### config.mk
export PLATFORM = sky130hd
export DESIGN_NAME = pwmcc_channel
export DESIGN_NICKNAME = d
export VERILOG_FILES = /design/src/pwmcc_pkg.sv /design/src/pwmcc_channel.sv
export SDC_FILE = /design/constraint.sdc
export NUM_CORES = 1
export LEC_CHECK = 0
export ABC_AREA = 1
export BUFFER_PORTS_ARGS = -buffer_cell sky130_fd_sc_hd__buf_2
export CORE_MARGIN = 3
export CORE_UTILIZATION = 35
export CTS_CLUSTER_SIZE = 28
export DETAILED_ROUTE_END_ITERATION = 10
export GPL_TIMING_DRIVEN = 1
export SYNTH_ARGS = -nofsm -noshare
export SYNTH_HDL_FRONTEND = slang
export SYNTH_SLANG_ARGS = --single-unit
### constraint.sdc
create_clock -name i_clk -period 2.01 [get_ports i_clk]
set_input_delay 0.402 -clock i_clk [delete_from_list [all_inputs] [get_ports i_clk]]
set_output_delay 0.402 -clock i_clk [all_outputs]
set_load 0.01 [all_outputs]
### src/pwmcc_pkg.sv
// What this block does
// - Bit 13 gates channel interrupt events
// - Bits 12-10 pick the clock scaler
// - Scaler choice accepted only while channel disabled
// - Waveform enable bit 9 reads zero
// - Dual compare inert; compare reloads at zero
// - Method bit 6 always reads asymmetric zero
// - Fix bit 3 forces main to bit 4
// - Pair plus fix forces complement to bit 5
// - Forcing beats polarity; needs both enables
// - Paired complement inverts main while running, dead band allowed
// - Unpaired complement output stays low
// - Polarity bit 1: one high, zero low
// - Polarity change only after disabling write; immediate
// - Polarity resets to default polarity flag
// - Enable change lands on next scaled tick
// - Dead band only when bit 21 set
package pwmcc_pkg;

   // ======================================================
   // Register map
   localparam int ADDR_W = 8;
   localparam int DATA_W = 32;
   localparam logic [ADDR_W-1:0] ADDR_GLOBAL = 8'h00;
   localparam logic [ADDR_W-1:0] ADDR_PERIOD = 8'h24;
   localparam logic [ADDR_W-1:0] ADDR_COMPARE = 8'h28;
   localparam logic [ADDR_W-1:0] ADDR_CTRL = 8'h2C;
   localparam logic [ADDR_W-1:0] ADDR_IRQ_STATUS = 8'h50;
   localparam logic [ADDR_W-1:0] ADDR_IRQ_MASK = 8'h54;

   // ======================================================
   // Control word field positions
   localparam int B_EN = 0;
   localparam int B_POL = 1;
   localparam int B_PAIR = 2;
   localparam int B_FIX_ON = 3;
   localparam int B_FIX_MAIN = 4;
   localparam int B_FIX_COMP = 5;
   localparam int B_GENERATION_METHOD_SELECT = 6;
   localparam int B_RSVD = 7;
   localparam int B_DUAL_COMPARE_SWITCH = 8;
   localparam int B_WEN = 9;
   localparam int B_DIV_LO = 10;
   localparam int DIV_W = 3;
   localparam int B_IRQ_GATE = 13;
   localparam int B_DEADTIME_INSERT_ENABLE = 21;
   localparam int B_GLOBAL_EN = 0;

   // ======================================================
   // Widths and reset values
   localparam int CNT_W = 16;
   localparam int PRE_W = 8;
   localparam int DB_W = 8;
   localparam int IRQ_W = 2;
   localparam int IRQ_PERIOD = 0;
   localparam int IRQ_COMPARE = 1;
   localparam logic [CNT_W-1:0] PERIOD_RST = 16'h00FF;
   localparam logic [CNT_W-1:0] COMPARE_RST = 16'h0080;

   typedef struct packed {
      logic deadtime_insert_enable;
      logic irq_gate;
      logic [DIV_W-1:0] div_choice;
      logic dual_cmp;
      logic fix_comp;
      logic fix_main;
      logic fix_on;
      logic pair;
      logic output_polarity_select;
      logic en;
   } pwmcc_ctrl_t;

   typedef struct packed {
      pwmcc_ctrl_t ctrl;
      logic global_en;
      logic active_en;
      logic [CNT_W-1:0] period;
      logic [CNT_W-1:0] compare;
      logic [CNT_W-1:0] cmp_active;
      logic [CNT_W-1:0] cnt;
      logic [PRE_W-1:0] pre_cnt;
      logic [1:0][DB_W-1:0] db_cnt;
      logic [IRQ_W-1:0] irq_status;
      logic [IRQ_W-1:0] irq_mask;
      logic [DATA_W-1:0] rdata;
      logic pwm;
      logic pwm_comp;
   } pwmcc_state_t;

endpackage : pwmcc_pkg

### src/pwmcc_channel.sv
`timescale 1ns/1ps
module pwmcc_channel #(
   parameter int divider_count_param = 8,
   parameter logic default_polarity_flag = 1'b1,
   parameter logic dual_compare_capability = 1'b1,
   parameter logic [pwmcc_pkg::DB_W-1:0] DEADBAND_CYCLES = 8'h04
) (
   input wire logic i_clk,
   input wire logic i_rst,
   input wire logic [pwmcc_pkg::ADDR_W-1:0] i_addr,
   input wire logic [pwmcc_pkg::DATA_W-1:0] i_wdata,
   input wire logic i_wr,
   input wire logic i_rd,
   output logic [pwmcc_pkg::DATA_W-1:0] o_rdata,
   output logic o_pwm,
   output logic o_pwm_comp,
   output logic o_irq
);

   pwmcc_pkg::pwmcc_state_t s;
   pwmcc_pkg::pwmcc_state_t next_s;

   logic wr_ctrl;
   logic run;
   logic tick;
   logic fixing;
   logic [pwmcc_pkg::PRE_W-1:0] tick_mask;
   logic [1:0] raw;
   logic [1:0] act;
   logic [pwmcc_pkg::IRQ_W-1:0] events;
   logic [pwmcc_pkg::IRQ_W-1:0] clr;

   assign wr_ctrl = i_wr && (i_addr == pwmcc_pkg::ADDR_CTRL);
   assign run = s.active_en && s.global_en;
   assign fixing = run && s.ctrl.fix_on;

   // ======================================================
   // Scaled clock ticks
   // Scaler k divides the system clock by two to the k
   always_comb begin
      tick_mask = '0;
      for (int k = 0; k < pwmcc_pkg::PRE_W; k++) begin
         if (k < int'(s.ctrl.div_choice)) begin
            tick_mask[k] = 1'b1;
         end
      end
   end
   assign tick = (s.pre_cnt & tick_mask) == tick_mask;

   // ======================================================
   // Waveform and dead band
   always_comb begin
      raw = 2'b00;
      if (run) begin
         raw[0] = s.cnt < s.cmp_active;
         raw[1] = !raw[0];
      end
      for (int i = 0; i < 2; i++) begin
         // Delay only the rising edge of each active phase
         act[i] = raw[i] && (!s.ctrl.deadtime_insert_enable || s.db_cnt[i] >= DEADBAND_CYCLES);
      end
   end

   always_comb begin
      events = '0;
      if (run && tick && s.ctrl.irq_gate) begin
         events[pwmcc_pkg::IRQ_PERIOD] = s.cnt == s.period;
         events[pwmcc_pkg::IRQ_COMPARE] = s.cnt == s.cmp_active;
      end
      clr = '0;
      if (i_wr && (i_addr == pwmcc_pkg::ADDR_IRQ_STATUS)) begin
         clr = i_wdata[pwmcc_pkg::IRQ_W-1:0];
      end
   end

   // ======================================================
   // Next state
   always_comb begin
      next_s = s;
      next_s.pre_cnt = s.pre_cnt + 1'b1;

      // Register writes
      if (wr_ctrl) begin
         // Lock test uses the stored enable, i.e. the previous write
         if (!s.ctrl.en) begin
            if (divider_count_param > 1 &&
                int'(i_wdata[pwmcc_pkg::B_DIV_LO +: pwmcc_pkg::DIV_W]) < divider_count_param) begin
               next_s.ctrl.div_choice = i_wdata[pwmcc_pkg::B_DIV_LO +: pwmcc_pkg::DIV_W];
            end
            next_s.ctrl.output_polarity_select = i_wdata[pwmcc_pkg::B_POL];
         end
         next_s.ctrl.irq_gate = i_wdata[pwmcc_pkg::B_IRQ_GATE];
         next_s.ctrl.dual_cmp = dual_compare_capability && i_wdata[pwmcc_pkg::B_DUAL_COMPARE_SWITCH];
         next_s.ctrl.fix_comp = i_wdata[pwmcc_pkg::B_FIX_COMP];
         next_s.ctrl.fix_main = i_wdata[pwmcc_pkg::B_FIX_MAIN];
         next_s.ctrl.fix_on = i_wdata[pwmcc_pkg::B_FIX_ON];
         next_s.ctrl.pair = i_wdata[pwmcc_pkg::B_PAIR];
         next_s.ctrl.en = i_wdata[pwmcc_pkg::B_EN];
         next_s.ctrl.deadtime_insert_enable = i_wdata[pwmcc_pkg::B_DEADTIME_INSERT_ENABLE];
      end
      if (i_wr && (i_addr == pwmcc_pkg::ADDR_GLOBAL)) begin
         next_s.global_en = i_wdata[pwmcc_pkg::B_GLOBAL_EN];
      end
      if (i_wr && (i_addr == pwmcc_pkg::ADDR_PERIOD)) begin
         next_s.period = i_wdata[pwmcc_pkg::CNT_W-1:0];
      end
      if (i_wr && (i_addr == pwmcc_pkg::ADDR_COMPARE)) begin
         next_s.compare = i_wdata[pwmcc_pkg::CNT_W-1:0];
      end
      if (i_wr && (i_addr == pwmcc_pkg::ADDR_IRQ_MASK)) begin
         next_s.irq_mask = i_wdata[pwmcc_pkg::IRQ_W-1:0];
      end
      // A new event beats a clear in the same cycle
      next_s.irq_status = (s.irq_status & ~clr) | events;

      // Enable reaches the outputs only on a scaled tick
      if (tick) begin
         next_s.active_en = s.ctrl.en;
      end

      // Counter; asymmetric only, so dual compare changes nothing
      if (!run) begin
         next_s.cnt = '0;
         next_s.cmp_active = s.compare;
      end else if (tick) begin
         if (s.cnt == '0) begin
            next_s.cmp_active = s.compare;
         end
         if (s.cnt >= s.period) begin
            next_s.cnt = '0;
         end else begin
            next_s.cnt = s.cnt + 1'b1;
         end
      end

      for (int i = 0; i < 2; i++) begin
         if (!raw[i]) begin
            next_s.db_cnt[i] = '0;
         end else if (s.db_cnt[i] < DEADBAND_CYCLES) begin
            next_s.db_cnt[i] = s.db_cnt[i] + 1'b1;
         end
      end

      // Outputs: forcing beats polarity
      if (fixing) begin
         next_s.pwm = s.ctrl.fix_main;
      end else begin
         next_s.pwm = s.ctrl.output_polarity_select ? act[0] : !act[0];
      end
      if (!s.ctrl.pair) begin
         next_s.pwm_comp = 1'b0;
      end else if (fixing) begin
         next_s.pwm_comp = s.ctrl.fix_comp;
      end else begin
         next_s.pwm_comp = s.ctrl.output_polarity_select ? act[1] : !act[1];
      end

      // Read data stand one cycle after the strobe; unmapped reads zero
      next_s.rdata = '0;
      if (i_rd) begin
         case (i_addr)
            pwmcc_pkg::ADDR_CTRL: begin
               // Bits 9, 7 and 6 stay zero in this build
               next_s.rdata[pwmcc_pkg::B_EN] = s.ctrl.en;
               next_s.rdata[pwmcc_pkg::B_POL] = s.ctrl.output_polarity_select;
               next_s.rdata[pwmcc_pkg::B_PAIR] = s.ctrl.pair;
               next_s.rdata[pwmcc_pkg::B_FIX_ON] = s.ctrl.fix_on;
               next_s.rdata[pwmcc_pkg::B_FIX_MAIN] = s.ctrl.fix_main;
               next_s.rdata[pwmcc_pkg::B_FIX_COMP] = s.ctrl.fix_comp;
               next_s.rdata[pwmcc_pkg::B_DUAL_COMPARE_SWITCH] = s.ctrl.dual_cmp;
               next_s.rdata[pwmcc_pkg::B_DIV_LO +: pwmcc_pkg::DIV_W] = s.ctrl.div_choice;
               next_s.rdata[pwmcc_pkg::B_IRQ_GATE] = s.ctrl.irq_gate;
               next_s.rdata[pwmcc_pkg::B_DEADTIME_INSERT_ENABLE] = s.ctrl.deadtime_insert_enable;
            end
            pwmcc_pkg::ADDR_GLOBAL: begin
               next_s.rdata[pwmcc_pkg::B_GLOBAL_EN] = s.global_en;
            end
            pwmcc_pkg::ADDR_PERIOD: begin
               next_s.rdata[pwmcc_pkg::CNT_W-1:0] = s.period;
            end
            pwmcc_pkg::ADDR_COMPARE: begin
               next_s.rdata[pwmcc_pkg::CNT_W-1:0] = s.compare;
            end
            pwmcc_pkg::ADDR_IRQ_STATUS: begin
               next_s.rdata[pwmcc_pkg::IRQ_W-1:0] = s.irq_status;
            end
            pwmcc_pkg::ADDR_IRQ_MASK: begin
               next_s.rdata[pwmcc_pkg::IRQ_W-1:0] = s.irq_mask;
            end
            default: begin
               next_s.rdata = '0;
            end
         endcase
      end
   end

   // ======================================================
   // State register
   always_ff @(posedge i_clk) begin
      if (i_rst) begin
         s <= '0;
         s.ctrl.output_polarity_select <= default_polarity_flag;
         s.pwm <= !default_polarity_flag;
         s.period <= pwmcc_pkg::PERIOD_RST;
         s.compare <= pwmcc_pkg::COMPARE_RST;
         s.cmp_active <= pwmcc_pkg::COMPARE_RST;
      end else begin
         s <= next_s;
      end
   end

   assign o_rdata = s.rdata;
   assign o_pwm = s.pwm;
   assign o_pwm_comp = s.pwm_comp;
   assign o_irq = |(s.irq_status & s.irq_mask);

   // ======================================================
   // Checks
   a_irq_gate_off: assert property (@(posedge i_clk) disable iff (i_rst)
      !s.ctrl.irq_gate |=> ((s.irq_status & ~$past(s.irq_status)) == '0))
      else $error("interrupt raised while gate off");

   a_div_locked: assert property (@(posedge i_clk) disable iff (i_rst)
      (wr_ctrl && s.ctrl.en) |=> $stable(s.ctrl.div_choice))
      else $error("scaler changed while enabled");

   // Only the control word owns bits 9 and 6; period data may set them
   a_wave_bit_zero: assert property (@(posedge i_clk) disable iff (i_rst)
      (i_rd && i_addr == pwmcc_pkg::ADDR_CTRL) |=> !o_rdata[pwmcc_pkg::B_WEN])
      else $error("waveform bit read as one");

   a_method_zero: assert property (@(posedge i_clk) disable iff (i_rst)
      (i_rd && i_addr == pwmcc_pkg::ADDR_CTRL) |=> !o_rdata[pwmcc_pkg::B_GENERATION_METHOD_SELECT])
      else $error("method bit read as one");

   a_reserved_zero: assert property (@(posedge i_clk) disable iff (i_rst)
      (i_rd && i_addr == pwmcc_pkg::ADDR_CTRL) |=> !o_rdata[pwmcc_pkg::B_RSVD])
      else $error("reserved bit read as one");

   a_cmp_reload: assert property (@(posedge i_clk) disable iff (i_rst)
      (run && $changed(s.cmp_active)) |-> ($past(s.cnt) == '0))
      else $error("compare reloaded away from zero");

   a_fix_main: assert property (@(posedge i_clk) disable iff (i_rst)
      fixing |=> (o_pwm == $past(s.ctrl.fix_main)))
      else $error("main output not forced");

   a_fix_comp: assert property (@(posedge i_clk) disable iff (i_rst)
      (fixing && s.ctrl.pair) |=> (o_pwm_comp == $past(s.ctrl.fix_comp)))
      else $error("complement output not forced");

   a_pair_invert: assert property (@(posedge i_clk) disable iff (i_rst)
      (run && s.ctrl.pair && !s.ctrl.fix_on && !s.ctrl.deadtime_insert_enable) |=> (o_pwm_comp != o_pwm))
      else $error("paired outputs not inverse");

   a_pair_off: assert property (@(posedge i_clk) disable iff (i_rst)
      !s.ctrl.pair |=> !o_pwm_comp)
      else $error("unpaired complement not low");

   a_pol_locked: assert property (@(posedge i_clk) disable iff (i_rst)
      (wr_ctrl && s.ctrl.en) |=> $stable(s.ctrl.output_polarity_select))
      else $error("polarity changed while enabled");

   a_enable_wait: assert property (@(posedge i_clk) disable iff (i_rst)
      !tick |=> $stable(s.active_en))
      else $error("enable applied off a scaled tick");

   a_enable_lands: assert property (@(posedge i_clk) disable iff (i_rst)
      tick |=> (s.active_en == $past(s.ctrl.en)))
      else $error("enable not applied on a scaled tick");

   a_pol_accept: assert property (@(posedge i_clk) disable iff (i_rst)
      (wr_ctrl && !s.ctrl.en) |=> (s.ctrl.output_polarity_select == $past(i_wdata[pwmcc_pkg::B_POL])))
      else $error("polarity write lost while disabled");

   // Stopped channel shows the inactive level of the chosen polarity
   a_stop_level: assert property (@(posedge i_clk) disable iff (i_rst)
      !run |=> (o_pwm == !$past(s.ctrl.output_polarity_select)))
      else $error("stopped main output not inactive");

   a_fix_unpaired: assert property (@(posedge i_clk) disable iff (i_rst)
      (fixing && !s.ctrl.pair) |=> !o_pwm_comp)
      else $error("unpaired complement forced high");

   a_dead_hold: assert property (@(posedge i_clk) disable iff (i_rst)
      (s.ctrl.deadtime_insert_enable && s.db_cnt[0] < DEADBAND_CYCLES) |-> !act[0])
      else $error("main active inside dead band");

   a_dead_off: assert property (@(posedge i_clk) disable iff (i_rst)
      !s.ctrl.deadtime_insert_enable |-> (act == raw))
      else $error("dead band added while disabled");

   a_irq_set: assert property (@(posedge i_clk) disable iff (i_rst)
      events[pwmcc_pkg::IRQ_PERIOD] |=> s.irq_status[pwmcc_pkg::IRQ_PERIOD])
      else $error("period event lost");

   a_dual_cap: assert property (@(posedge i_clk) disable iff (i_rst)
      !dual_compare_capability |-> !s.ctrl.dual_cmp)
      else $error("dual compare stored without capability");

   a_rdata_idle: assert property (@(posedge i_clk) disable iff (i_rst)
      !i_rd |=> (o_rdata == '0))
      else $error("read data not zero when idle");

endmodule : pwmcc_channel

### Word level (Yosys, flattened, before mapping)

Index checks and enable logic that the tools add are counted.

* bits in registers: 140
* output and inout port bits: 35
* logic and storage cells: 120

* add/sub/neg operators: 4
* $lt $le $gt $ge: 13
* equality and inequality tests: 10
* mux-type cells: 26
* bitwise gates (word level): 12
* reductions and logical operators: 29

Operator list (number)
* 2-to-1 mux 32 bit: 2
* == test 16 bit: 2
* 2-to-1 mux 16 bit: 2
* adder 8 x 1 -> 8 bit, second input constant: 3
* == test 8 x 6 -> 1 bit, second input constant: 3
* one-hot mux 4 bit (3 select lines): 2
* adder 16 x 1 -> 16 bit, second input constant: 1
* == test 8 x 7 -> 1 bit, second input constant: 2
* greater-or-equal comparator 16 bit: 1
* greater-or-equal comparator 8 x 3 -> 1 bit, second input constant: 2
* zero test 16 bit: 1
* less-than comparator 16 bit: 1
* less-than comparator 8 x 3 -> 1 bit, second input constant: 2
* logical AND 1 bit: 12
* OR reduction 2 bit: 6
* 2-to-1 mux 1 bit: 11
* less-than comparator 3 bit, first input constant: 3
* bitwise AND 8 x 7 -> 8 bit: 1
* == test 8 x 7 -> 1 bit: 1
* zero test 8 bit: 1
* one-hot mux 2 bit (2 select lines): 2
* inverter 1 bit: 7
* less-than comparator 1 x 3 -> 1 bit, first input constant: 2
* less-than comparator 2 x 3 -> 1 bit, first input constant: 2
* other kinds (13): 22

### Longest topological paths before layout

* depth after elaboration: 8
* mapped depth: 16
* depth with buffers taken out: 16

### Worst setup path after synthesis

OpenSTA, ideal clock, no wires.

* path type: reg-to-reg
* start: register s[62] (netlist bit)
* end: register s[66] (netlist bit)
* arrival: 1.589 ns
* required time: 1.946 ns
* path slack: 0.357 ns
* cell stages (with the launch flop): 12
* path buffers: 0
* clock period less this slack: 1.653 ns
* cell sequence: dfxtp_1 inv_1 ha_1 nand4_1 nor2_1 nand2_1 nand3b_1 nor2_2 nand2_1 nand2_1 nand2_2 nor2_1

* longest elaborated chain between the ends: 2
* elaborated cells on any way between the ends: 3
* those cells by class: 1 x add/sub; 1 x order compare; 1 x mux

RTL lines
* start: declaration: RTL line pwmcc_channel.sv:20 `pwmcc_pkg::pwmcc_state_t s;`
* start signal: assignment: RTL line pwmcc_channel.sv:208 `s <= next_s;`
* adder 16 x 1 -> 16 bit / greater-or-equal comparator 16 bit (equally long branches): RTL line pwmcc_channel.sv:132, pwmcc_channel.sv:129
* 2-to-1 mux 16 bit (*): RTL line pwmcc_channel.sv:129 `if (s.cnt >= s.period) begin`

Every way passes the cells marked *; elsewhere a longest branch is shown, timed or not.
A chain may end at the register's enable or synchronous reset.

### Final worst setup path

* start: register s[77] (netlist bit)
* end: register s (netlist bit o_pwm_comp)

* longest elaborated chain between the ends: 7

RTL lines
* less-than comparator 16 bit (*): RTL line pwmcc_channel.sv:55 `raw[0] = s.cnt < s.cmp_active;`
* zero test 1 bit (*): RTL line pwmcc_channel.sv:56 `raw[1] = !raw[0];`
* 2-to-1 mux 2 bit (*): RTL line pwmcc_channel.sv:54 `if (run) begin`
* logical AND 1 bit (*): RTL line pwmcc_channel.sv:60 `act[i] = raw[i] && (!s.ctrl.deadtime_insert_enable || s.db_cnt[i] >= DEADBAND_CYCLES);`
* zero test 1 bit: RTL line pwmcc_channel.sv:155 `next_s.pwm_comp = s.ctrl.output_polarity_select ? act[1] : !act[1];`
* 2-to-1 mux 1 bit (*): RTL line pwmcc_channel.sv:155
* 2-to-1 mux 1 bit (*): RTL line pwmcc_channel.sv:152 `end else if (fixing) begin`

Marks and branches as above.

==> results.md <==
- Status: complete, no violations
- I/O pin cnt: 79
- Ys flop type: dfxtp_1
- Area Overhead vs Synth: 16.4%
- Initial antenna violation count: 0
- Crit path top cell by count: nand2_1
- Worst Path Required: around 2.3 ns
- Mapped Cells: roughly 840
- Register area: 2480 um2
- Clk_skew: about 0.011 ns
- Post-synth EDFFs: 0
- DRC viols: 0
- Hold slack: approximately 0.23 ns
- Post-DRT Antenna Nets: 0
- Hold Fails Final Rpt: 0
- Clock-pin slew on the worst setup and hold paths: 0.06 ns
- Synth Warn #: 0
- CP Launch Type: flip-flop
- FF-to-FF setup slack: 0.14 ns
- Place WS: 0.120 ns
- Total number of vias: between 5,000 and 6,000
- Vias in the first global route: between 5,000 and 6,000
- Final TNS setup: 0 ns
- Worst hold path startpoint: i_wdata[5]
- Total GRT Usage: 0.166
- R2R depth: 12
- Critical Path AT: around 2.2 ns
- Cell Pwr Density: between 700 and 800 nW/um2
- Final Slew Violations: 0
- Gr ovfl total: 0
- # H-tree levels: 4
- I/O Buffers: between 40 and 50
- Slew at the pin closest to its max-slew limit: roughly 0.59 ns
- Tcrit/Tclk final: 0.932
- Worst hold endpoint: s[115]
- Slowest cell on crit path: dfxtp_1
- Total Power: approximately 0.0057 W
- Critical Path Sink Type: flip-flop
- Via density: 4.83
- CTS buffer count: 17
- Critical Path Start: s[77]
- NumNets Final: 976
- Layout cells sized above 1: 0.179
- Final Critical Period: between 1.5 and 2 ns
- WL per Instance: between 10 and 15 um
- Hold depth: 3
- Die width: between 100 and 150 um
- Iter 0 DRT Violations: around 350
- MaxCap Viol Count: 0
- Worst stage delay on the critical path: 0.38 ns
- Post-Route WL: ~16,000 um
- Critical R2R Capture: o_pwm_comp
- RSZ-0062 raised after global routing: true
- Multi-input gate area: ~3000 um2
- Worst r2r src: s[77]
- Initial Util: 0.362
- Crit-path cells: ha_1, nand2_1, inv_1, nand3_1, nor2_1, nand2_1, nand2_1, nand3_1, nand2_1, nand3_1, nand2_1, inv_1
- Peak VDD IR: 572 uV
- Mapped cell area: between 6000 and 7000 um2
- Drt first pass iters: 4
- Final Setup Violations: 0
- Cell row count: 48
- RePlAce Congestion: approximately 0.90
- Largest net degree at the start of global routing: 55
- Max Clock Freq: 534 MHz
- Final WS setup: between 0.1 and 0.15 ns
- TritonCTS clock tree: yes
- # fillers: about 1,800
- Root buf cell: clkbuf_16
- Top delay family on crit path: simple AND/OR/NAND/NOR gates
- Hold bufs inserted after CTS: 0
- Clock latency on the worst-skew pair: roughly 0.42 ns
- Clock tree buffer depth: 2
- Area of the core: roughly 17,000 um2
- Synth Area per Inst: 7.57 um2
- First-pass GRT wire length: approximately 26,000 um
- Hpwl dp: ~12,000 um
- Sink Count: between 100 and 150
- Leak: about 3.2 nW
- Die height: about 140 um
- Maximum fanout along the worst path: 5
- Ant. Diodes: 0
- Worst Path Buf+Inv: 2
- #FFs+latches synth: around 120
- Seq/Total Area, Yosys: 0.392
- Share of synthesized flip-flops with an asynchronous set or reset: 0
- HP Class: input port to flip-flop
- Count of different cell masters after synthesis: 42
- Slew headroom: 0.604
- CP Class: flip-flop to flip-flop
- Total die area: ~20,000 um2
flip-flops by register name, summed over array words and instances, names as in the netlist:
register and flops:
o_pwm_comp 1, o_pwm 1, o_rdata 17, s 105
cell usage after synthesis, types with 2 or more instances:
master	count	area, um2
a21oi_2	11	96.3
nand2_1	123	462
buf_6	6	67.6
buf_2	3	15.0
o21ai_0	47	235
nand2_2	8	50.1
o22ai_1	11	68.8
clkbuf_1	7	26.3
nand4_1	23	144
nor2_2	4	25.0
a211oi_1	2	15.0
a21oi_1	85	425
o211ai_1	2	15.0
inv_1	131	492
o21a_1	2	15.0
nand3b_1	2	15.0
ha_1	39	488
buf_4	33	248
o21ai_1	25	125
nor4_1	2	12.5
o221ai_1	3	26.3
nor2_1	70	263
nor3_1	13	65.1
inv_2	11	41.3
xor2_1	7	61.3
nor3_2	5	50.1
dfxtp_1	124	2480
nor2_4	5	56.3
nand3_1	19	95.1
worst reg2reg max path: cells and delay by family (launching register included):
| kind | cells | cell delay [ns] |
|---|---|---|
| simple gates | 9 | 0.97 |
| flops | 1 | 0.38 |
| fa+ha+maj | 1 | 0.33 |
| buf+inv | 2 | 0.10 |
routing by layer:
metal | vias up | global-route usage | wire length, um
met5 | - | 0 | 0
met1 | 2518 | 0.231 | 7820
met4 | 0 | 0.0490 | 257
met3 | 19 | 0.0328 | 821
met2 | 133 | 0.260 | 7270
li1 | 2796 | - | -
cell type report:
| cell class | instances | share of cell area |
|---|---|---|
| repair buffers | 74 | 0.0649 |
| clock inverters | 14 | 0.0200 |
| multi-input cells | 532 | 0.407 |
| inverters | 144 | 0.0737 |
| flip-flops and latches | 124 | 0.337 |
| clock buffers | 18 | 0.0596 |
| well taps | 225 | 0.0382 |
report_power, final:
group,switching (W),leakage [nW],internal [W]
clock,0.00117,0.274,0.00185
combinational,0.000118,1.92,0.0000525
sequential,0.00000529,0.999,0.00247
total,0.00130,3.19,0.00437
placed cells by master (no fill, tap or decap), types with 23 or more instances in the layout:
cell type,n
inv_1,129
dfxtp_1,124
nand2_1,121
a21oi_1,84
nor2_1,70
buf_2,48
o21ai_0,47
ha_1,39
o21ai_1,25
nand4_1,23
buf_4,23
kinds of logic (layout without fill, tap and decap cells):
kind of cell	after synthesis	count (layout)	synth area share
xor+xnor	7	7	0.00968
compound gates	194	194	0.173
simple gates	277	277	0.202
flops	124	124	0.392
buf+inv	194	250	0.145
other cells	1	15	0.000592
fa+ha+maj	39	39	0.0771
per-stage QoR:
stage | util | std cells | area, um2
after CTS | 0.419 | 1130 | 7330
final | 0.422 | 1131 | 7370
after detailed placement | 0.386 | 1098 | 6740
after global routing | 0.422 | 1131 | 7370
after floorplan | - | 850 | 6380
after global placement | 0.386 | 1098 | 6740
what timing repair did:
item / 4_1_cts / 5_1_grt
gates resized for setup: 0 / 6
endpoints found under the setup margin: 0 / 15
setup buffers: 0 / 0
worst max path at each step:
| stage | to | cells after the start |
|---|---|---|
| floorplan | s[66] | 11 |
| global placement | s[46] | 7 |
| detailed placement | s[47] | 7 |
| CTS | s[51] | 7 |
| global route | o_pwm_comp | 12 |
| finish | o_pwm_comp | 12 |
(Power assumes the default switching activity.)
